[src/pbc_pkg.sv]
// pbc_pkg: constants, states and state record of the basic control/status register block
// assumes a 125 MHz clock and a management station on the serial management pins
package pbc_pkg;

	////////////////////////////////////////////////////////////////////////////
	// clock and timing
	localparam int CLK_PERIOD_NS = 8;
	localparam int BIT_TIME_NS = 10;
	localparam int COL_ON_BITS = 512;
	localparam int COL_OFF_BITS = 4;
	localparam int COL_ON_NS = COL_ON_BITS * BIT_TIME_NS;
	localparam int COL_OFF_NS = COL_OFF_BITS * BIT_TIME_NS;
	localparam int COL_ON_CYC = COL_ON_NS / CLK_PERIOD_NS;
	localparam int COL_OFF_CYC = COL_OFF_NS / CLK_PERIOD_NS;

	////////////////////////////////////////////////////////////////////////////
	// register map
	localparam logic [4:0] REG_CONTROL = 5'h00;
	localparam logic [4:0] REG_STATUS = 5'h01;
	localparam int CB_RESET = 15;
	localparam int CB_LOOPBACK = 14;
	localparam int CB_SPEED = 13;
	localparam int CB_AN_EN = 12;
	localparam int CB_PWR_DN = 11;
	localparam int CB_ISOLATE = 10;
	localparam int CB_RESTART = 9;
	localparam int CB_DUPLEX = 8;
	localparam int CB_COLL_TEST = 7;
	localparam logic [6:0] CTRL_RSVD_VAL = 7'h00;
	localparam logic [3:0] STAT_CAP_HI = 4'hF;
	localparam logic [3:0] STAT_RSVD_VAL = 4'h0;
	localparam logic [15:0] RDATA_NONE = 16'h0000;

	////////////////////////////////////////////////////////////////////////////
	// management frame
	localparam logic [5:0] PRE_ONES = 6'h20;
	localparam logic [4:0] HDR_LAST = 5'h0C;
	localparam logic [4:0] DATA_LAST = 5'h11;
	localparam logic [1:0] OP_WRITE = 2'h1;
	localparam logic [1:0] OP_READ = 2'h2;
	localparam logic [1:0] TA_WRITE = 2'h2;
	localparam logic [1:0] STRAP_WAIT = 2'h3;
	localparam int SYNC_W = 13;

	typedef enum logic [2:0] {
		ST_IDLE = 3'b000,
		ST_HDR = 3'b001,
		ST_RD = 3'b010,
		ST_WR = 3'b011
	} pbc_st_t;

	typedef struct packed {
		pbc_st_t st;
		logic [4:0] cnt;
		logic [5:0] ones;
		logic pre_ok;
		logic [15:0] sh;
		logic mine;
		logic [4:0] reg_a;
		logic mdc_d;
		logic mdio_out;
		logic mdio_oe;
		logic [1:0] strap_cnt;
		logic strap_pend;
		logic loopback;
		logic speed_sel;
		logic an_en;
		logic pwr_dn;
		logic isolate;
		logic restart;
		logic duplex_sel;
		logic coll_test;
		logic link_ll;
		logic pd_eff;
		logic speed_100;
		logic full_duplex;
	} pbc_state_t;

endpackage

[src/pbc_coltest.sv]
// pbc_coltest: collision test echo of transmit enable onto the collision signal
// assumes tx_en_s is already synchronised; latency is three cycles from the pin
`timescale 1ns/1ps
`default_nettype none

module pbc_coltest (
	input wire logic clk,
	input wire logic srst,
	input wire logic enable,
	input wire logic blocked,
	input wire logic tx_en_s,
	output logic col
);
	import pbc_pkg::*;

	typedef struct packed {
		logic col;
	} pbc_col_t;

	pbc_col_t r_reg;
	pbc_col_t r_next;

	always_comb
	begin
		r_next.col = enable & ~blocked & tx_en_s;
	end

	always_ff @(posedge clk)
	begin
		if (srst)
		begin
			r_reg <= '0;
		end
		else
		begin
			r_reg <= r_next;
		end
	end

	assign col = r_reg.col;
endmodule // pbc_coltest

`default_nettype wire

[src/pbc_regs.sv]
// pbc_regs: basic control and status registers behind the serial management pins
// assumes mdc well below the clock rate; engine and media logic on the same clock
//
// How it works
// - fiber mode enable forces auto-negotiation enable to zero.
// - with auto-negotiation on, speed and duplex bits are ignored.
// - with auto-negotiation off, speed and duplex come from control bits 13 and 8.
// - control bit 11 powers the transceiver down; registers keep working.
// - effective power-down is the bit ORed with the power-down pin.
// - power-down pin low sets the power-down bit.
// - control bit 10 isolates the port from the MII, management stays alive.
// - writing 1 to bit 9 restarts negotiation only when bit 12 is 1.
// - restart bit reads 1 until negotiation starts, then clears itself.
// - writing 0 to the restart bit does not disturb negotiation.
// - bit 8 picks full or half duplex; reset value from a strap.
// - collision test asserts collision within 512 bit times of transmit enable.
// - collision test drops collision within 4 bit times of transmit enable falling.
// - control bits 6:0 ignore writes and read zero.
// - status bits 14 and 13 always read one.
// - status bit 12 always reads one.
// - bit 13 picks 100 or 10 Mb/s when negotiation is off.
// - auto-negotiation enable loads from its strap at reset.
`timescale 1ns/1ps
`default_nettype none

module pbc_regs (
	input wire logic clk,
	input wire logic srst,
	input wire logic mdc,
	input wire logic mdio_in,
	output logic mdio_out,
	output logic mdio_oe,
	input wire logic [4:0] phy_addr_strap,
	input wire logic an_enable_strap,
	input wire logic duplex_strap,
	input wire logic speed_strap,
	input wire logic fiber_mode_enable,
	input wire logic power_down_interrupt_pin_n,
	input wire logic tx_en,
	output logic col,
	input wire logic an_started,
	input wire logic an_done,
	input wire logic an_speed_100,
	input wire logic an_full_duplex,
	input wire logic link_up,
	output logic an_enable,
	output logic an_restart,
	output logic power_down,
	output logic isolate,
	output logic loopback,
	output logic speed_100,
	output logic full_duplex
);
	import pbc_pkg::*;

	////////////////////////////////////////////////////////////////////////////
	// pin synchronisers
	logic [SYNC_W-1:0] pins_raw;
	logic [SYNC_W-1:0] pins_s;
	logic s_mdc;
	logic s_mdio;
	logic s_pd_n;
	logic s_tx_en;
	logic s_fx;
	logic s_an_strap;
	logic s_dup_strap;
	logic s_spd_strap;
	logic [4:0] s_addr;

	// power-down pin enters inverted so the cleared synchroniser reads as idle after reset
	assign pins_raw = {phy_addr_strap, speed_strap, duplex_strap, an_enable_strap,
		fiber_mode_enable, tx_en, ~power_down_interrupt_pin_n, mdio_in, mdc};

	pbc_sync #(
		.W(SYNC_W)
	) u_sync (
		.clk(clk),
		.srst(srst),
		.d(pins_raw),
		.q(pins_s)
	);

	assign s_mdc = pins_s[0];
	assign s_mdio = pins_s[1];
	assign s_pd_n = ~pins_s[2];
	assign s_tx_en = pins_s[3];
	assign s_fx = pins_s[4];
	assign s_an_strap = pins_s[5];
	assign s_dup_strap = pins_s[6];
	assign s_spd_strap = pins_s[7];
	assign s_addr = pins_s[12:8];

	////////////////////////////////////////////////////////////////////////////
	// state
	pbc_state_t r_reg;
	pbc_state_t r_next;
	logic mdc_rise;
	logic [15:0] ctrl_rd;
	logic [15:0] stat_rd;
	logic [15:0] wd;
	logic wr_ok;

	assign mdc_rise = s_mdc & ~r_reg.mdc_d;

	// control register as read back
	assign ctrl_rd = {1'b0, r_reg.loopback, r_reg.speed_sel, r_reg.an_en, r_reg.pwr_dn,
		r_reg.isolate, r_reg.restart, r_reg.duplex_sel, r_reg.coll_test, CTRL_RSVD_VAL};

	// status register: fixed abilities plus live bits
	assign stat_rd = {1'b0, STAT_CAP_HI, STAT_RSVD_VAL, 1'b1, an_done, 1'b0, 1'b1, r_reg.link_ll,
		1'b0, 1'b1};

	assign wd = {r_reg.sh[14:0], s_mdio};
	// a write lands only when addressed here and aimed at the control register
	assign wr_ok = r_reg.mine & (r_reg.reg_a == REG_CONTROL);

	always_comb
	begin
		r_next = r_reg;
		r_next.mdc_d = s_mdc;

		////////////////////////////////////////////////////////////////////////
		// management frame engine
		if (mdc_rise)
		begin
			case (r_reg.st)
				ST_IDLE:
				begin
					if (s_mdio)
					begin
						if (r_reg.ones != PRE_ONES)
						begin
							r_next.ones = r_reg.ones + 6'h01;
						end
					end
					else
					begin
						if ((r_reg.ones == PRE_ONES) || (r_reg.pre_ok && (r_reg.ones != 6'h00)))
						begin
							r_next.st = ST_HDR;
							r_next.cnt = 5'h00;
						end
						r_next.ones = 6'h00;
					end
				end
				ST_HDR:
				begin
					r_next.sh = {r_reg.sh[14:0], s_mdio};
					r_next.cnt = r_reg.cnt + 5'h01;
					if (r_reg.cnt == HDR_LAST)
					begin
						r_next.cnt = 5'h00;
						r_next.reg_a = r_next.sh[4:0];
						r_next.mine = (r_next.sh[9:5] == s_addr);
						if (!r_next.sh[12] || ((r_next.sh[11:10] != OP_READ) && (r_next.sh[11:10] != OP_WRITE)))
						begin
							r_next.pre_ok = 1'b0;
							r_next.st = ST_IDLE;
						end
						else if (r_next.sh[11:10] == OP_READ)
						begin
							r_next.st = ST_RD;
						end
						else
						begin
							r_next.st = ST_WR;
						end
					end
				end
				ST_RD:
				begin
					r_next.cnt = r_reg.cnt + 5'h01;
					if (r_reg.cnt == 5'h00)
					begin
						r_next.mdio_oe = r_reg.mine;
						r_next.mdio_out = 1'b0;
						if (r_reg.reg_a == REG_CONTROL)
						begin
							r_next.sh = ctrl_rd;
						end
						else if (r_reg.reg_a == REG_STATUS)
						begin
							r_next.sh = stat_rd;
						end
						else
						begin
							r_next.sh = RDATA_NONE;
						end
						if (r_reg.mine && (r_reg.reg_a == REG_STATUS))
						begin
							r_next.link_ll = link_up;
						end
					end
					else if (r_reg.cnt == DATA_LAST)
					begin
						r_next.mdio_oe = 1'b0;
						r_next.mdio_out = 1'b0;
						r_next.pre_ok = 1'b1;
						r_next.st = ST_IDLE;
					end
					else
					begin
						r_next.mdio_out = r_reg.sh[15];
						r_next.sh = {r_reg.sh[14:0], 1'b0};
					end
				end
				ST_WR:
				begin
					r_next.sh = wd;
					r_next.cnt = r_reg.cnt + 5'h01;
					// a turnaround other than 1,0 drops the frame and asks for a full preamble again
					if ((r_reg.cnt == 5'h01) && (wd[1:0] != TA_WRITE))
					begin
						r_next.st = ST_IDLE;
						r_next.pre_ok = 1'b0;
						r_next.ones = 6'h00;
						r_next.cnt = 5'h00;
					end
					else if (r_reg.cnt == DATA_LAST)
					begin
						r_next.st = ST_IDLE;
						r_next.pre_ok = 1'b1;
					end
				end
				default:
				begin
					r_next.st = ST_IDLE;
				end
			endcase
		end

		////////////////////////////////////////////////////////////////////////
		// control register updates
		if (an_started)
		begin
			r_next.restart = 1'b0;
		end

		// writes to the status address or a foreign address fall through untouched
		if (mdc_rise && (r_reg.st == ST_WR) && (r_reg.cnt == DATA_LAST)
			&& wr_ok)
		begin
			if (r_next.sh[CB_RESET])
			begin
				r_next.loopback = 1'b0;
				r_next.pwr_dn = 1'b0;
				r_next.isolate = 1'b0;
				r_next.restart = 1'b0;
				r_next.coll_test = 1'b0;
				r_next.strap_pend = 1'b1;
				r_next.strap_cnt = 2'h0;
			end
			else
			begin
				r_next.loopback = r_next.sh[CB_LOOPBACK];
				r_next.speed_sel = r_next.sh[CB_SPEED];
				r_next.an_en = r_next.sh[CB_AN_EN];
				r_next.pwr_dn = r_next.sh[CB_PWR_DN];
				r_next.isolate = r_next.sh[CB_ISOLATE];
				r_next.duplex_sel = r_next.sh[CB_DUPLEX];
				r_next.coll_test = r_next.sh[CB_COLL_TEST];
				if (r_next.sh[CB_RESTART] && r_next.sh[CB_AN_EN])
				begin
					r_next.restart = 1'b1;
				end
			end
		end

		////////////////////////////////////////////////////////////////////////
		// strap capture after reset release
		if (r_reg.strap_pend)
		begin
			r_next.strap_cnt = r_reg.strap_cnt + 2'h1;
			if (r_reg.strap_cnt == STRAP_WAIT)
			begin
				r_next.strap_pend = 1'b0;
				r_next.an_en = s_an_strap;
				r_next.duplex_sel = s_dup_strap;
				r_next.speed_sel = s_spd_strap;
			end
		end

		if (!s_pd_n)
		begin
			r_next.pwr_dn = 1'b1;
		end
		if (s_fx)
		begin
			r_next.an_en = 1'b0;
			r_next.restart = 1'b0;
		end
		if (!link_up)
		begin
			r_next.link_ll = 1'b0;
		end

		////////////////////////////////////////////////////////////////////////
		// registered effective outputs
		r_next.pd_eff = r_next.pwr_dn | ~s_pd_n;
		r_next.speed_100 = r_next.an_en ? an_speed_100 : r_next.speed_sel;
		r_next.full_duplex = r_next.an_en ? an_full_duplex : r_next.duplex_sel;
	end

	always_ff @(posedge clk)
	begin
		if (srst)
		begin
			r_reg <= '0;
			r_reg.st <= ST_IDLE;
			r_reg.strap_pend <= 1'b1;
		end
		else
		begin
			r_reg <= r_next;
		end
	end

	////////////////////////////////////////////////////////////////////////////
	// collision test
	pbc_coltest u_col (
		.clk(clk),
		.srst(srst),
		.enable(r_reg.coll_test),
		.blocked(r_reg.isolate | r_reg.pd_eff),
		.tx_en_s(s_tx_en),
		.col(col)
	);

	assign mdio_out = r_reg.mdio_out;
	assign mdio_oe = r_reg.mdio_oe;
	assign an_enable = r_reg.an_en;
	assign an_restart = r_reg.restart;
	assign power_down = r_reg.pd_eff;
	assign isolate = r_reg.isolate;
	assign loopback = r_reg.loopback;
	assign speed_100 = r_reg.speed_100;
	assign full_duplex = r_reg.full_duplex;
endmodule // pbc_regs

`default_nettype wire

[src/pbc_sync.sv]
// pbc_sync: two-stage synchroniser for a group of slow pins
// assumes each bit is an independent level from outside the clock domain
`timescale 1ns/1ps
`default_nettype none

module pbc_sync #(
	parameter int W = 1
) (
	input wire logic clk,
	input wire logic srst,
	input wire logic [W-1:0] d,
	output logic [W-1:0] q
);
	typedef struct packed {
		logic [W-1:0] s1;
		logic [W-1:0] s2;
	} pbc_sync_t;

	pbc_sync_t r_reg;
	pbc_sync_t r_next;

	always_comb
	begin
		r_next.s1 = d;
		r_next.s2 = r_reg.s1;
	end

	always_ff @(posedge clk)
	begin
		if (srst)
		begin
			r_reg <= '0;
		end
		else
		begin
			r_reg <= r_next;
		end
	end

	assign q = r_reg.s2;
endmodule // pbc_sync

`default_nettype wire
[config.mk]
export PLATFORM = sky130hd
export DESIGN_NAME = pbc_regs
export DESIGN_NICKNAME = d
export VERILOG_FILES = /design/src/pbc_pkg.sv /design/src/pbc_coltest.sv /design/src/pbc_regs.sv /design/src/pbc_sync.sv
export SDC_FILE = /design/constraint.sdc
export NUM_CORES = 1
export LEC_CHECK = 0
export BUFFER_PORTS_ARGS = -buffer_cell sky130_fd_sc_hd__buf_2
export CAP_MARGIN = 20
export CELL_PAD_IN_SITES_DETAIL_PLACEMENT = 2
export CELL_PAD_IN_SITES_GLOBAL_PLACEMENT = 2
export CORE_MARGIN = 8
export CORE_UTILIZATION = 34
export CTS_CLUSTER_SIZE = 25
export DETAILED_ROUTE_END_ITERATION = 8
export PLACE_DENSITY_LB_ADDON = 0.12
export SLEW_MARGIN = 30
export SYNTH_ARGS = -nofsm -noshare
export SYNTH_HDL_FRONTEND = slang
export SYNTH_HIERARCHICAL = 1
export SYNTH_SLANG_ARGS = --single-unit
[constraint.sdc]
create_clock -name clk -period 2.4 [get_ports clk]
set_input_delay 0.12 -clock clk [delete_from_list [all_inputs] [get_ports clk]]
set_output_delay 0.12 -clock clk [all_outputs]
set_load 0.005 [all_outputs]
Yosys cells after proc, flatten, opt, wreduce, memory -nomap -nowiden

Index checks and enable logic that the tools add are counted.

Bits in registers: 82
Bits in latches: 0
RAM bits: 0
Bits in read-only memories: 0
Input port bits: 20
Output and inout bits: 10
Logic and storage cells: 146
Memories: 0

$add $sub $neg: 3
$mul: 0
Divide/modulo/power cells: 0
Order comparisons: 0
Eq/ne operators: 23
Shifts and indexed selects: 0
Multiplexer cells: 49
Bitwise operators: 10
Reduce and logical (&&, ||, !) cells: 33

Operators by type and width:

| kind                                                            | number |
|---|---|
| 17-bit one-hot mux with 3 select lines                          | 1 |
| 16-bit two-way mux                                              | 2 |
| 15-bit two-way mux                                              | 2 |
| 6-bit two-way mux                                               | 4 |
| 8-bit two-way mux                                               | 3 |
| 11-bit two-way mux                                              | 2 |
| 22-bit two-way mux                                              | 1 |
| 3-bit two-way mux                                               | 7 |
| 1-bit two-way mux                                               | 20 |
| 5-bit one-hot mux with 4 select lines                           | 1 |
| 2-bit != test, second input constant                            | 8 |
| 3-bit one-hot mux with 4 select lines                           | 1 |
| 6-bit one-hot mux with 2 select lines                           | 1 |
| 4-bit AND reduction                                             | 3 |
| 5-bit by 1-bit == test with 1-bit output, second input constant | 2 |
| 5-bit zero test                                                 | 2 |
| 5-bit AND reduction                                             | 2 |
| 3-bit AND reduction                                             | 3 |
| 1-bit logical AND                                               | 8 |
| 2-bit two-way mux                                               | 4 |
| 2-bit nonzero test                                              | 4 |
| 6-bit by 1-bit adder with 6-bit output, second input constant   | 1 |
| 3-bit by 2-bit == test with 1-bit output, second input constant | 2 |
| 6-bit == test, second input constant                            | 1 |
| 21 further kinds                                                | 33 |

Longest topological paths before layout

Gate-level depths: netlist of the first run.

Depth in word-level cells: 15
Mapped depth: 9

Cells and area by module

The synthesis of the first run kept the hierarchy.

By module, submodules not included:

| module      | instances | cells an instance | area an instance (µm²) | seq. area each (µm²) |
|---|---|---|---|---|
| pbc_regs    | 1         | 347               | 2986.6                 | 1081.0 |
| pbc_sync    | 1         | 54                | 700.7                  | 520.5 |
| pbc_coltest | 1         | 2                 | 32.5                   | 20.0 |

Worst setup path after synthesis of the first run

No wires, ideal clock.

Path type: reg-to-reg
From: register r_reg[47] (netlist bit)
To: register r_reg (netlist bit speed_100)
Setup time: 121 ps
Data arrival time: 2235 ps
Data required time: 2279 ps
Path slack: 44 ps
Cell stages (with the launch flop): 10
Path buffers: 1
Cell sequence: dfxtp_1 -> inv_1 -> ha_1 -> or4b_4 -> buf_6 -> a31oi_4 -> o211ai_4 -> a22o_2 -> o21bai_1 -> mux2_4

Word-level cells in the longest chain between the ends: 11
Elaborated cells on any way between the ends: 14
Classes of those cells: eq/ne (1); mux (10); reduce/logical (3)

Ends and longest elaborated chain:

| item                                   | RTL line                         | RTL |
|---|---|---|
| start: declaration                     | pbc_regs.sv:95                   | `pbc_state_t r_reg;` |
| start signal: assignment               | pbc_regs.sv:314                  | `r_reg <= r_next;` |
| 5-bit == test                          | pbc_regs.sv:194, pbc_regs.sv:240 |  |
| 16-bit two-way mux                     | pbc_regs.sv:194                  | `else if (r_reg.cnt == DATA_LAST)` |
| 16-bit two-way mux                     | pbc_regs.sv:173                  | `if (r_reg.cnt == 5'h00)` |
| 17-bit one-hot mux with 3 select lines | pbc_regs.sv:126                  | `case (r_reg.st)` |
| 22-bit two-way mux                     | pbc_regs.sv:124                  | `if (mdc_rise)` |
| 2-bit two-way mux                      | pbc_regs.sv:243                  | `if (r_next.sh[CB_RESET])` |
| 11-bit two-way mux *                   | pbc_regs.sv:240                  | `if (mdc_rise && (r_reg.st == ST_WR) && (r_reg.cnt == DATA_LAST)` |
| 2-bit two-way mux                      | pbc_regs.sv:274                  | `if (r_reg.strap_cnt == STRAP_WAIT)` |
| 2-bit two-way mux *                    | pbc_regs.sv:271                  | `if (r_reg.strap_pend)` |
| 1-bit two-way mux                      | pbc_regs.sv:287                  | `if (s_fx)` |
| 1-bit two-way mux *                    | pbc_regs.sv:300                  | `r_next.speed_100 = r_next.an_en ? an_speed_100 : r_next.speed_sel;` |

Mark *: on every way between the ends. The rest lies on a longest branch, timed or not. The select of a mux whose other input is x is not followed.
A chain may end at the register's enable or synchronous reset.

Worst setup path in the final report of the first run

From: register r_reg[48] (netlist bit)
To: register r_reg (netlist bit speed_100)

Same word-level chain as after synthesis.

==> results_tabular.tex, run 1 <==
\begin{tabular}{lr}
\hline
Metric & Value \\
\hline
\multicolumn{2}{l}{\textbf{Cells and area}} \\
\quad Number of antenna repair diodes & 0 \\
\quad Core Util, Final & 42.72\% \\
\quad Share of post-route cells with drive strength above 1 & 24.48\% \\
\quad Flip-flop count of the largest register, all copies and words added & 42 \\
\quad Area added between synthesis and finish & 23.41\% \\
\quad Number of inserted filler cells in the final layout & 1204 \\
\quad Most common cell after layout, fill and taps aside & dfxtp\_1 \\
\quad Nets@finish & 504 \\
\quad Most frequent cells in the layout & 79 x dfxtp\_1, 38 x nor2\_1, 36 x buf\_4 \\
\multicolumn{2}{l}{\textbf{Timing}} \\
\quad Skew final & 13.39 ps \\
\quad Final setup violation count & 0 \\
\quad Period minus WS final & 2335 ps \\
\quad Max-slew violation count & 0 \\
\quad Min setup slack post-route & 65.17 ps \\
\quad Slew at the pin with the worst max-slew slack & 592.0 ps \\
\quad Final setup TNS & 0 ps \\
\quad Slew margin rel. & 59.98\% \\
\quad Hold Violations, Final & 0 \\
\quad Fmax & between 0.4 and 0.5 GHz \\
\quad Portion of the clock cycle consumed by the worst path in the final layout & 97.28\% \\
\quad Worst hold slack & roughly 13 ps \\
\multicolumn{2}{l}{\textbf{Logic synthesis}} \\
\quad Post-synthesis cell count & slightly above 400 \\
\quad Synthesized flop and latch total & slightly above 80 \\
\quad Cell area after technology mapping & 3720 sq um \\
\quad Most used flip-flop cell after synthesis & dfxtp\_1 \\
\quad Post-synth net total & 430 \\
\quad Count of flip-flops with a built-in enable after synthesis & 0 \\
\quad Total of warnings raised by yosys & 6 \\
\quad Number of library cell types mapped by synthesis & 67 \\
\quad Fraction of the yosys area taken by sequential cells & 43.59\% \\
\quad Average cell area after synthesis & 9.230 sq um \\
\quad Asr flop ratio synth & 0\% \\
\multicolumn{2}{l}{\textbf{Drt}} \\
\quad Violation count after the first detailed-routing iteration & 179 \\
\quad Total via count in the routed design & 3216 \\
\quad Met3 wire len & 310 um \\
\quad Met1 layer wirelength in the final routing & around 5300 um \\
\quad Antenna Violating Nets Remaining & 0 \\
\quad Routed vias/inst & 5.170 \\
\quad Detailed-route DRC error count & 0 \\
\quad Met2 wirelength from detailed routing & 5715 um \\
\quad Highest metal layer used by the detailed router & met4 \\
\quad Post-DR wirelength/cell & 18.60 um \\
\quad Length of the first detailed-routing pass in iterations & 4 \\
\quad Post-Route WL & 11570 um \\
\multicolumn{2}{l}{\textbf{CTS}} \\
\quad Clock network latency to the later pin of the worst-skew pair & roughly 380 ps \\
\quad Clock H-tree levels & 3 \\
\quad Clock transition at path regs & $\sim$90 ps \\
\quad Clock root cell & clkbuf\_8 \\
\quad Maximum root-to-sink buffer count & 2 \\
\quad CTS tree & done \\
\quad TritonCTS Sinks & 81 \\
\quad Number of buffers inserted during clock tree synthesis & 9 \\
\multicolumn{2}{l}{\textbf{Global route}} \\
\quad Residual overflow from global routing & 0 \\
\quad Wire length of the first global-routing pass & approximately 19000 um \\
\quad Total global-route track usage & about 17\% \\
\quad Initial antenna violation count & 0 \\
\quad Pin count of the biggest net entering global routing & 43 \\
\quad Number of global-route vias before repair & 3635 \\
\multicolumn{2}{l}{\textbf{Power}} \\
\quad Power Density & $\sim$560 nW/um\^{}2 \\
\quad Pwr Total & 2.577 mW \\
\quad IR Drop Worst-Case VDD & approximately 0.48 mV \\
\quad Pleak & 1.857 nW \\
\multicolumn{2}{l}{\textbf{Floorplan}} \\
\quad Horizontal extent of the die & 120.6 um \\
\quad Site Rows & 38 \\
\quad Top-level port count & 30 \\
\quad Die extent in y & 120.6 um \\
\quad Core region area & 10750 sq um \\
\quad Floorplan die area & 14540 sq um \\
\quad Initial core utilization & 34.62\% \\
\multicolumn{2}{l}{\textbf{Setup path}} \\
\quad Worst reg2reg startpoint & r\_reg[48] \\
\quad CP Buf/Inv Count & 1 \\
\quad Critical-path top delay cell & or4b\_4 \\
\quad Endpoint class of the critical path & flip-flop \\
\quad Endpoint of the worst register-to-register path & speed\_100 \\
\quad Path type of the worst setup path & flip-flop to flip-flop \\
\quad Arrival time worst endpoint & around 2600 ps \\
\quad Setup slack on the worst flop-to-flop path & 70 ps \\
\quad CP Launch Type & flip-flop \\
\quad Cell-by-cell trace of the critical path & inv\_1 > ha\_2 > or4b\_4 > a31oi\_4 > o211ai\_4 > and3\_4 > o31a\_1 > mux2\_4 \\
\quad Depth of the worst register-to-register path & 8 \\
\quad Biggest cell delay along the critical path & 500 ps \\
\quad Largest delay share family, worst path & simple AND/OR/NAND/NOR gates \\
\quad Biggest fanout along the worst timing path & 4 \\
\quad Worst EP required & 2680 ps \\
\multicolumn{2}{l}{\textbf{Worst hold path}} \\
\quad Endpoint, Worst Hold & full\_duplex \\
\quad Min-Delay Path Depth & 2 \\
\quad Kind of path behind the tightest hold check & input port to flip-flop \\
\quad Hold Crit Start & an\_full\_duplex \\
\multicolumn{2}{l}{\textbf{Status}} \\
\quad Run status & finished clean \\
\multicolumn{2}{l}{\textbf{Job}} \\
\quad Maximum capacitance violations & 0 \\
\multicolumn{2}{l}{\textbf{Place}} \\
\quad Placer Congestion & 0.7975 \\
\quad DP Worst Slack & -57.15 ps \\
\quad Number of I/O port buffers & 29 \\
\quad Post-detailed-placement half-perimeter wirelength & about 8600 um \\
\hline
\end{tabular}
worst register-to-register path, stage by stage (launching register included):
cell and delay, ps:
dfxtp_2 340, inv_1 80, ha_2 190, or4b_4 500
a31oi_4 250, o211ai_4 130, and3_4 200, o31a_1 280
mux2_4 250
worst max-delay path by stage:
stage                     startpoint   endpoint  slack (ps)  cells after the start
final                      r_reg[48]  speed_100          70                      8
after global routing       r_reg[20]  speed_100          -8                      7
after CTS                  r_reg[47]  speed_100          20                      8
after detailed placement   r_reg[47]  speed_100         -60                      8
after global placement     r_reg[47]  speed_100          80                      8
after floorplan            r_reg[47]  speed_100          40                      9
report_power, final:
| group | internal (mW) | leakage (nW) | switching, mW | total, mW |
|---|---|---|---|---|
| Sequential | 1.38 | 0.660 | 0.0165 | 1.39 |
| Clock | 0.495 | 0.103 | 0.547 | 1.04 |
| Combinational | 0.0742 | 1.09 | 0.0693 | 0.144 |
| Total | 1.94 | 1.86 | 0.633 | 2.58 |
timing repair:
item | 4_1_cts | 5_1_grt
hold endpoints to repair | 14 | 0
hold buffers | 14 | 0
setup buffers | 0 | 2
pin swaps | 1 | 4
endpoints found under the setup margin | 2 | 4
gates resized for setup | 2 | 10
cells in the mapped netlist (2+ instances only):
master	count	area share, %
a211oi_1	3	0.61
a21oi_1	28	3.8
a221oi_1	2	0.47
a31o_2	2	0.47
a31oi_1	4	0.67
a32oi_1	2	0.47
and2_1	7	1.2
and2b_1	2	0.40
and2b_2	2	0.47
and3_1	3	0.50
and3_2	3	0.61
and4bb_2	2	0.67
buf_4	2	0.40
buf_6	3	0.91
clkbuf_1	9	0.91
clkbuf_8	4	1.5
dfxtp_1	81	44
ha_1	7	2.4
inv_1	13	1.3
mux2_2	2	0.61
mux2i_1	11	3.0
nand2_1	28	2.8
nand2b_1	4	0.67
nand3_1	15	2.0
nand3b_1	3	0.61
nand4_1	5	0.84
nor2_1	38	3.8
nor2b_1	28	4.7
nor3_1	6	0.81
nor3b_1	2	0.40
nor4_1	6	1.0
nor4b_1	4	0.94
o211ai_1	5	1.0
o21ai_0	13	1.7
o2bb2ai_1	2	0.47
o31a_1	2	0.47
o31ai_1	3	0.61
or2_2	3	0.50
or3_1	3	0.50
or4_1	2	0.40
xnor2_1	5	1.2
xor2_1	9	2.1
cell families after synthesis:
group | synth area share (%)
fa+ha+maj | 2.354
mux | 3.969
flops | 43.59
buf+inv | 5.012
xor+xnor | 3.296
simple gates | 26.91
compound gates | 14.87
layout make-up:
type                            count  area (sq um)  area share [%]
Clock buffer                       10         127.6           2.780
Multi-Input combinational cell    291          1956           42.60
Timing Repair Buffer               81         586.8           12.78
Clock inverter                      6         72.57           1.581
Tap cell                          140         175.2           3.816
Sequential cell                    81          1624           35.38
Inverter                           13         48.80           1.063
stage by stage:
stage | cell area, sq um | cells
finish | 4591 | 622
global route | 4591 | 622
CTS | 4539 | 620
detailed placement | 4192 | 590
global placement | 4192 | 590
floorplan | 3720 | 403
routing by layer:
metal	vias to the layer above	global-route usage (%)
met5	-	0
met4	0	6.401
met3	21	4.476
met2	47	28.41
met1	1572	19.30
li1	1576	-
Power figures use the tool's default switching activity.
==> inputs of run 2 (changes only) <==
--- a/config.mk
+++ b/config.mk
@@ -10,12 +10,11 @@
 export CELL_PAD_IN_SITES_DETAIL_PLACEMENT = 2
 export CELL_PAD_IN_SITES_GLOBAL_PLACEMENT = 2
 export CORE_MARGIN = 8
-export CORE_UTILIZATION = 34
+export CORE_UTILIZATION = 33
 export CTS_CLUSTER_SIZE = 25
 export DETAILED_ROUTE_END_ITERATION = 8
 export PLACE_DENSITY_LB_ADDON = 0.12
 export SLEW_MARGIN = 30
 export SYNTH_ARGS = -nofsm -noshare
 export SYNTH_HDL_FRONTEND = slang
-export SYNTH_HIERARCHICAL = 1
 export SYNTH_SLANG_ARGS = --single-unit
==> run 2 against run 1 <==
Against the previous run:
- the flow now finishes with violations (negative setup slack)
- highest routed layer unchanged
- cell area is 0.60% higher
- clock-buffer cell count is 1 lower
- first-iteration DRC count is 25% lower
- cell count is 2.3% lower
- largest cell class unchanged
- clock skew is 4.8 ps lower
- maximum frequency is 4.1% lower
- setup slack worse by 100 ps
- power is 4.9% higher
- non-clock buffer count is 7 higher
- synthesized cell count is 3.2% lower
- synthesized area is 4.2% lower
==> results_tabular.tex, run 2 <==
\begin{tabular}{lr}
\hline
Metric & Value \\
\hline
\multicolumn{2}{l}{\textbf{Setup path}} \\
\quad Path type of the worst setup path & flip-flop to flip-flop \\
\quad Arrival time worst endpoint & roughly 2700 ps \\
\quad Endpoint class of the critical path & flip-flop \\
\quad CP Launch Type & flip-flop \\
\quad Biggest fanout along the worst timing path & 3 \\
\quad Depth of the worst register-to-register path & 6 \\
\quad Worst EP required & 2710 ps \\
\multicolumn{2}{l}{\textbf{Power}} \\
\quad Switching power total & 0.6510 mW \\
\quad Proportion of total power due to net switching & between 20\% and 30\% \\
\quad Clock share of power & between 40\% and 50\% \\
\quad Internal cell power & 2.053 mW \\
\quad Combinational share of power & under 10\% \\
\quad Seq pwr share & 51.7\% \\
\quad Pwr Total & 2.704 mW \\
\quad Power Density & 585.6 nW/um\^{}2 \\
\quad Pleak & 1.856 nW \\
\quad IR Drop Worst-Case VDD & between 0.4 and 0.5 mV \\
\multicolumn{2}{l}{\textbf{Timing}} \\
\quad Portion of the clock cycle consumed by the worst path in the final layout & 101.5\% \\
\quad Unrepaired setup endpoints after global routing & yes \\
\quad Period minus WS final & 2436 ps \\
\quad Hold Violations, Final & 0 \\
\quad Max-slew violation count & 0 \\
\quad Fmax & 0.4106 GHz \\
\quad Slew at the pin with the worst max-slew slack & 636.0 ps \\
\quad Min setup slack post-route & -35.75 ps \\
\quad Worst hold slack & 36.97 ps \\
\quad Skew final & 8.619 ps \\
\quad Final setup violation count & 2 \\
\quad Slew margin rel. & 57.60\% \\
\multicolumn{2}{l}{\textbf{Drt}} \\
\quad Length of the first detailed-routing pass in iterations & 5 \\
\quad Violation count after the first detailed-routing iteration & 135 \\
\quad Routed vias/inst & 5.151 \\
\quad Total via count in the routed design & approximately 3100 \\
\quad Post-Route WL & 11450 um \\
\quad Post-DR wirelength/cell & between 15 and 20 um \\
\quad Antenna Violating Nets Remaining & 0 \\
\quad Detailed-route DRC error count & 0 \\
\multicolumn{2}{l}{\textbf{Cells and area}} \\
\quad Most frequent cells in the layout & 79 x dfxtp\_1, 41 x nor2\_1, 41 x buf\_4 \\
\quad Area of combinational cells with multiple inputs & 1918 sq um \\
\quad Area added between synthesis and finish & 29.65\% \\
\quad Final instance count without filler cells & 608 \\
\quad Cell area after layout & 4618 sq um \\
\quad Most common cell after layout, fill and taps aside & dfxtp\_1 \\
\quad Nets@finish & 490 \\
\quad Number of antenna repair diodes & 0 \\
\quad Flip-flop count of the largest register, all copies and words added & 42 \\
\quad Area used by sequential logic in the layout & 1624 sq um \\
\quad Share of post-route cells with drive strength above 1 & about 26\% \\
\quad Number of inserted filler cells in the final layout & 1180 \\
\multicolumn{2}{l}{\textbf{CTS}} \\
\quad Number of buffers inserted during clock tree synthesis & 9 \\
\quad TritonCTS Sinks & 81 \\
\quad Clock network latency to the later pin of the worst-skew pair & 390 ps \\
\quad Clock root cell & clkbuf\_8 \\
\quad CTS tree & done \\
\quad Clock H-tree levels & 3 \\
\quad Clock transition at path regs & about 90 ps \\
\quad Maximum root-to-sink buffer count & 2 \\
\multicolumn{2}{l}{\textbf{Logic synthesis}} \\
\quad Cell area after technology mapping & between 3000 and 4000 sq um \\
\quad Count of flip-flops with a built-in enable after synthesis & 0 \\
\quad Area fraction of the dominant cell type after synthesis & 45.52\% \\
\quad Most frequent cell after synthesis & dfxtp\_1 \\
\quad Total of warnings raised by yosys & 0 \\
\quad Most used flip-flop cell after synthesis & dfxtp\_1 \\
\quad Asr flop ratio synth & 0\% \\
\quad Synthesized flop and latch total & 81 \\
\quad Average cell area after synthesis & approximately 9 sq um \\
\quad Most used standard cells in the synthesized netlist & 81 x dfxtp\_1, 42 x nor2\_1, 33 x nor2b\_1 \\
\quad Post-synthesis cell count & approximately 400 \\
\quad Number of library cell types mapped by synthesis & between 50 and 60 \\
\quad Fraction of the yosys area taken by sequential cells & a little under half \\
\quad Top cells by area in the synthesized netlist & dfxtp\_1 46\%, nor2b\_1 5.8\%, nor2\_1 4.4\% \\
\quad Post-synthesis cell type with the largest combined area & dfxtp\_1 \\
\quad Post-synth net total & roughly 420 \\
\multicolumn{2}{l}{\textbf{Place}} \\
\quad Instance area after placement & 4069 sq um \\
\quad Number of placed cells counting well taps & 569 \\
\quad Placer Congestion & 0.7921 \\
\quad Number of I/O port buffers & 29 \\
\quad DP Worst Slack & -129.5 ps \\
\quad Post-detailed-placement half-perimeter wirelength & 8014 um \\
\multicolumn{2}{l}{\textbf{Global route}} \\
\quad Pin count of the biggest net entering global routing & 29 \\
\quad Initial antenna violation count & 0 \\
\quad Total global-route track usage & 16.06\% \\
\quad Number of global-route vias before repair & about 3500 \\
\quad Residual overflow from global routing & 0 \\
\quad Wire length of the first global-routing pass & roughly 18000 um \\
\multicolumn{2}{l}{\textbf{Floorplan}} \\
\quad Site Rows & 38 \\
\quad Horizontal extent of the die & 119.9 um \\
\quad Die extent in y & 119.9 um \\
\quad Top-level port count & 30 \\
\quad Floorplan die area & about 14000 sq um \\
\quad Core region area & 10700 sq um \\
\quad Initial core utilization & 33.30\% \\
\multicolumn{2}{l}{\textbf{Worst hold path}} \\
\quad Kind of path behind the tightest hold check & input port to flip-flop \\
\quad Min-Delay Path Depth & 3 \\
\multicolumn{2}{l}{\textbf{Job}} \\
\quad Maximum capacitance violations & 0 \\
\multicolumn{2}{l}{\textbf{Status}} \\
\quad Violated checks & negative setup slack \\
\quad Run status & finished, violations left \\
\hline
\end{tabular}
==> run 2: area by class of cell <==
type / instances / share of cell area [%]
clock inverters: 7 / 2.195
flip-flops and latches: 81 / 35.17
clock buffers: 9 / 2.682
multi-input cells: 275 / 41.53
repair buffers: 88 / 13.98
inverters: 8 / 0.6502
well taps: 140 / 3.793
==> run 2: logic make-up (layout without fill, tap and decap cells) <==
group                    count (synthesis)  after routing  share of synthesized area, %
adder cells (fa/ha/maj)                  7              7                         2.459
buffers and inverters                   34            112                         3.723
XOR/XNOR                                14             14                         3.442
multiplexers                            14             14                         3.934
flip-flops                              81             81                         45.52
AO/OA/AOI/OAI                           75             75                         15.38
AND/OR/NAND/NOR                        165            165                         25.54
==> run 2: path summary, 6_finish.rpt <==
path	from	endpoint	slack (ps)
worst max register to register	r_reg[22]	full_duplex	-40
worst max-delay path	r_reg[22]	full_duplex	-40
worst min-delay path	an_done	r_reg[29]	40
worst min register to register	u_sync.r_next[8]	u_sync.q[8]	440
==> run 2: layer usage <==
layer  wire length, um  global-route usage (%)  up-vias
li1                  -                       -     1511
met1              4779                   17.89     1555
met2              6029                   27.94       47
met3               406                   4.932       19
met4               236                   6.557        0
met5                 0                       0        -
==> run 2: power by group through the flow <==
| stage | combinational, mW | clock [mW] | sequential (mW) |
|---|---|---|---|
| after floorplan | 0.0797 | 0 | 1.42 |
| after global placement | 0.121 | 0 | 1.43 |
| after detailed placement | 0.128 | 0 | 1.43 |
| after CTS | 0.147 | 1.21 | 1.40 |
| after global routing | 0.166 | 1.26 | 1.40 |
| final | 0.149 | 1.16 | 1.40 |
==> run 2: metrics by stage <==
| stage | util [%] | setup TNS, ps |
|---|---|---|
| CTS | 41.93 | -126.3 |
| floorplan | - | 0 |
| finish | 43.17 | -62.23 |
| detailed placement | 38.04 | -279.6 |
| global placement | 38.04 | 0 |
| global route | 43.17 | -449.7 |
==> run 2: timing repair <==
item	4_1_cts	5_1_grt
hold buffers	15	0
buffers inserted	3	5
hold endpoints to repair	15	0
endpoints found under the setup margin	6	14
pin swaps	1	2
gates resized for setup	4	19
==> run 2: worst max-delay path: stages (launching register included) <==
cell and delay (ps):
dfxtp_2 330, or4_4 540, or4_4 510, a311oi_4 310, mux2i_2 360, a21oi_2 100
a211oi_2 210
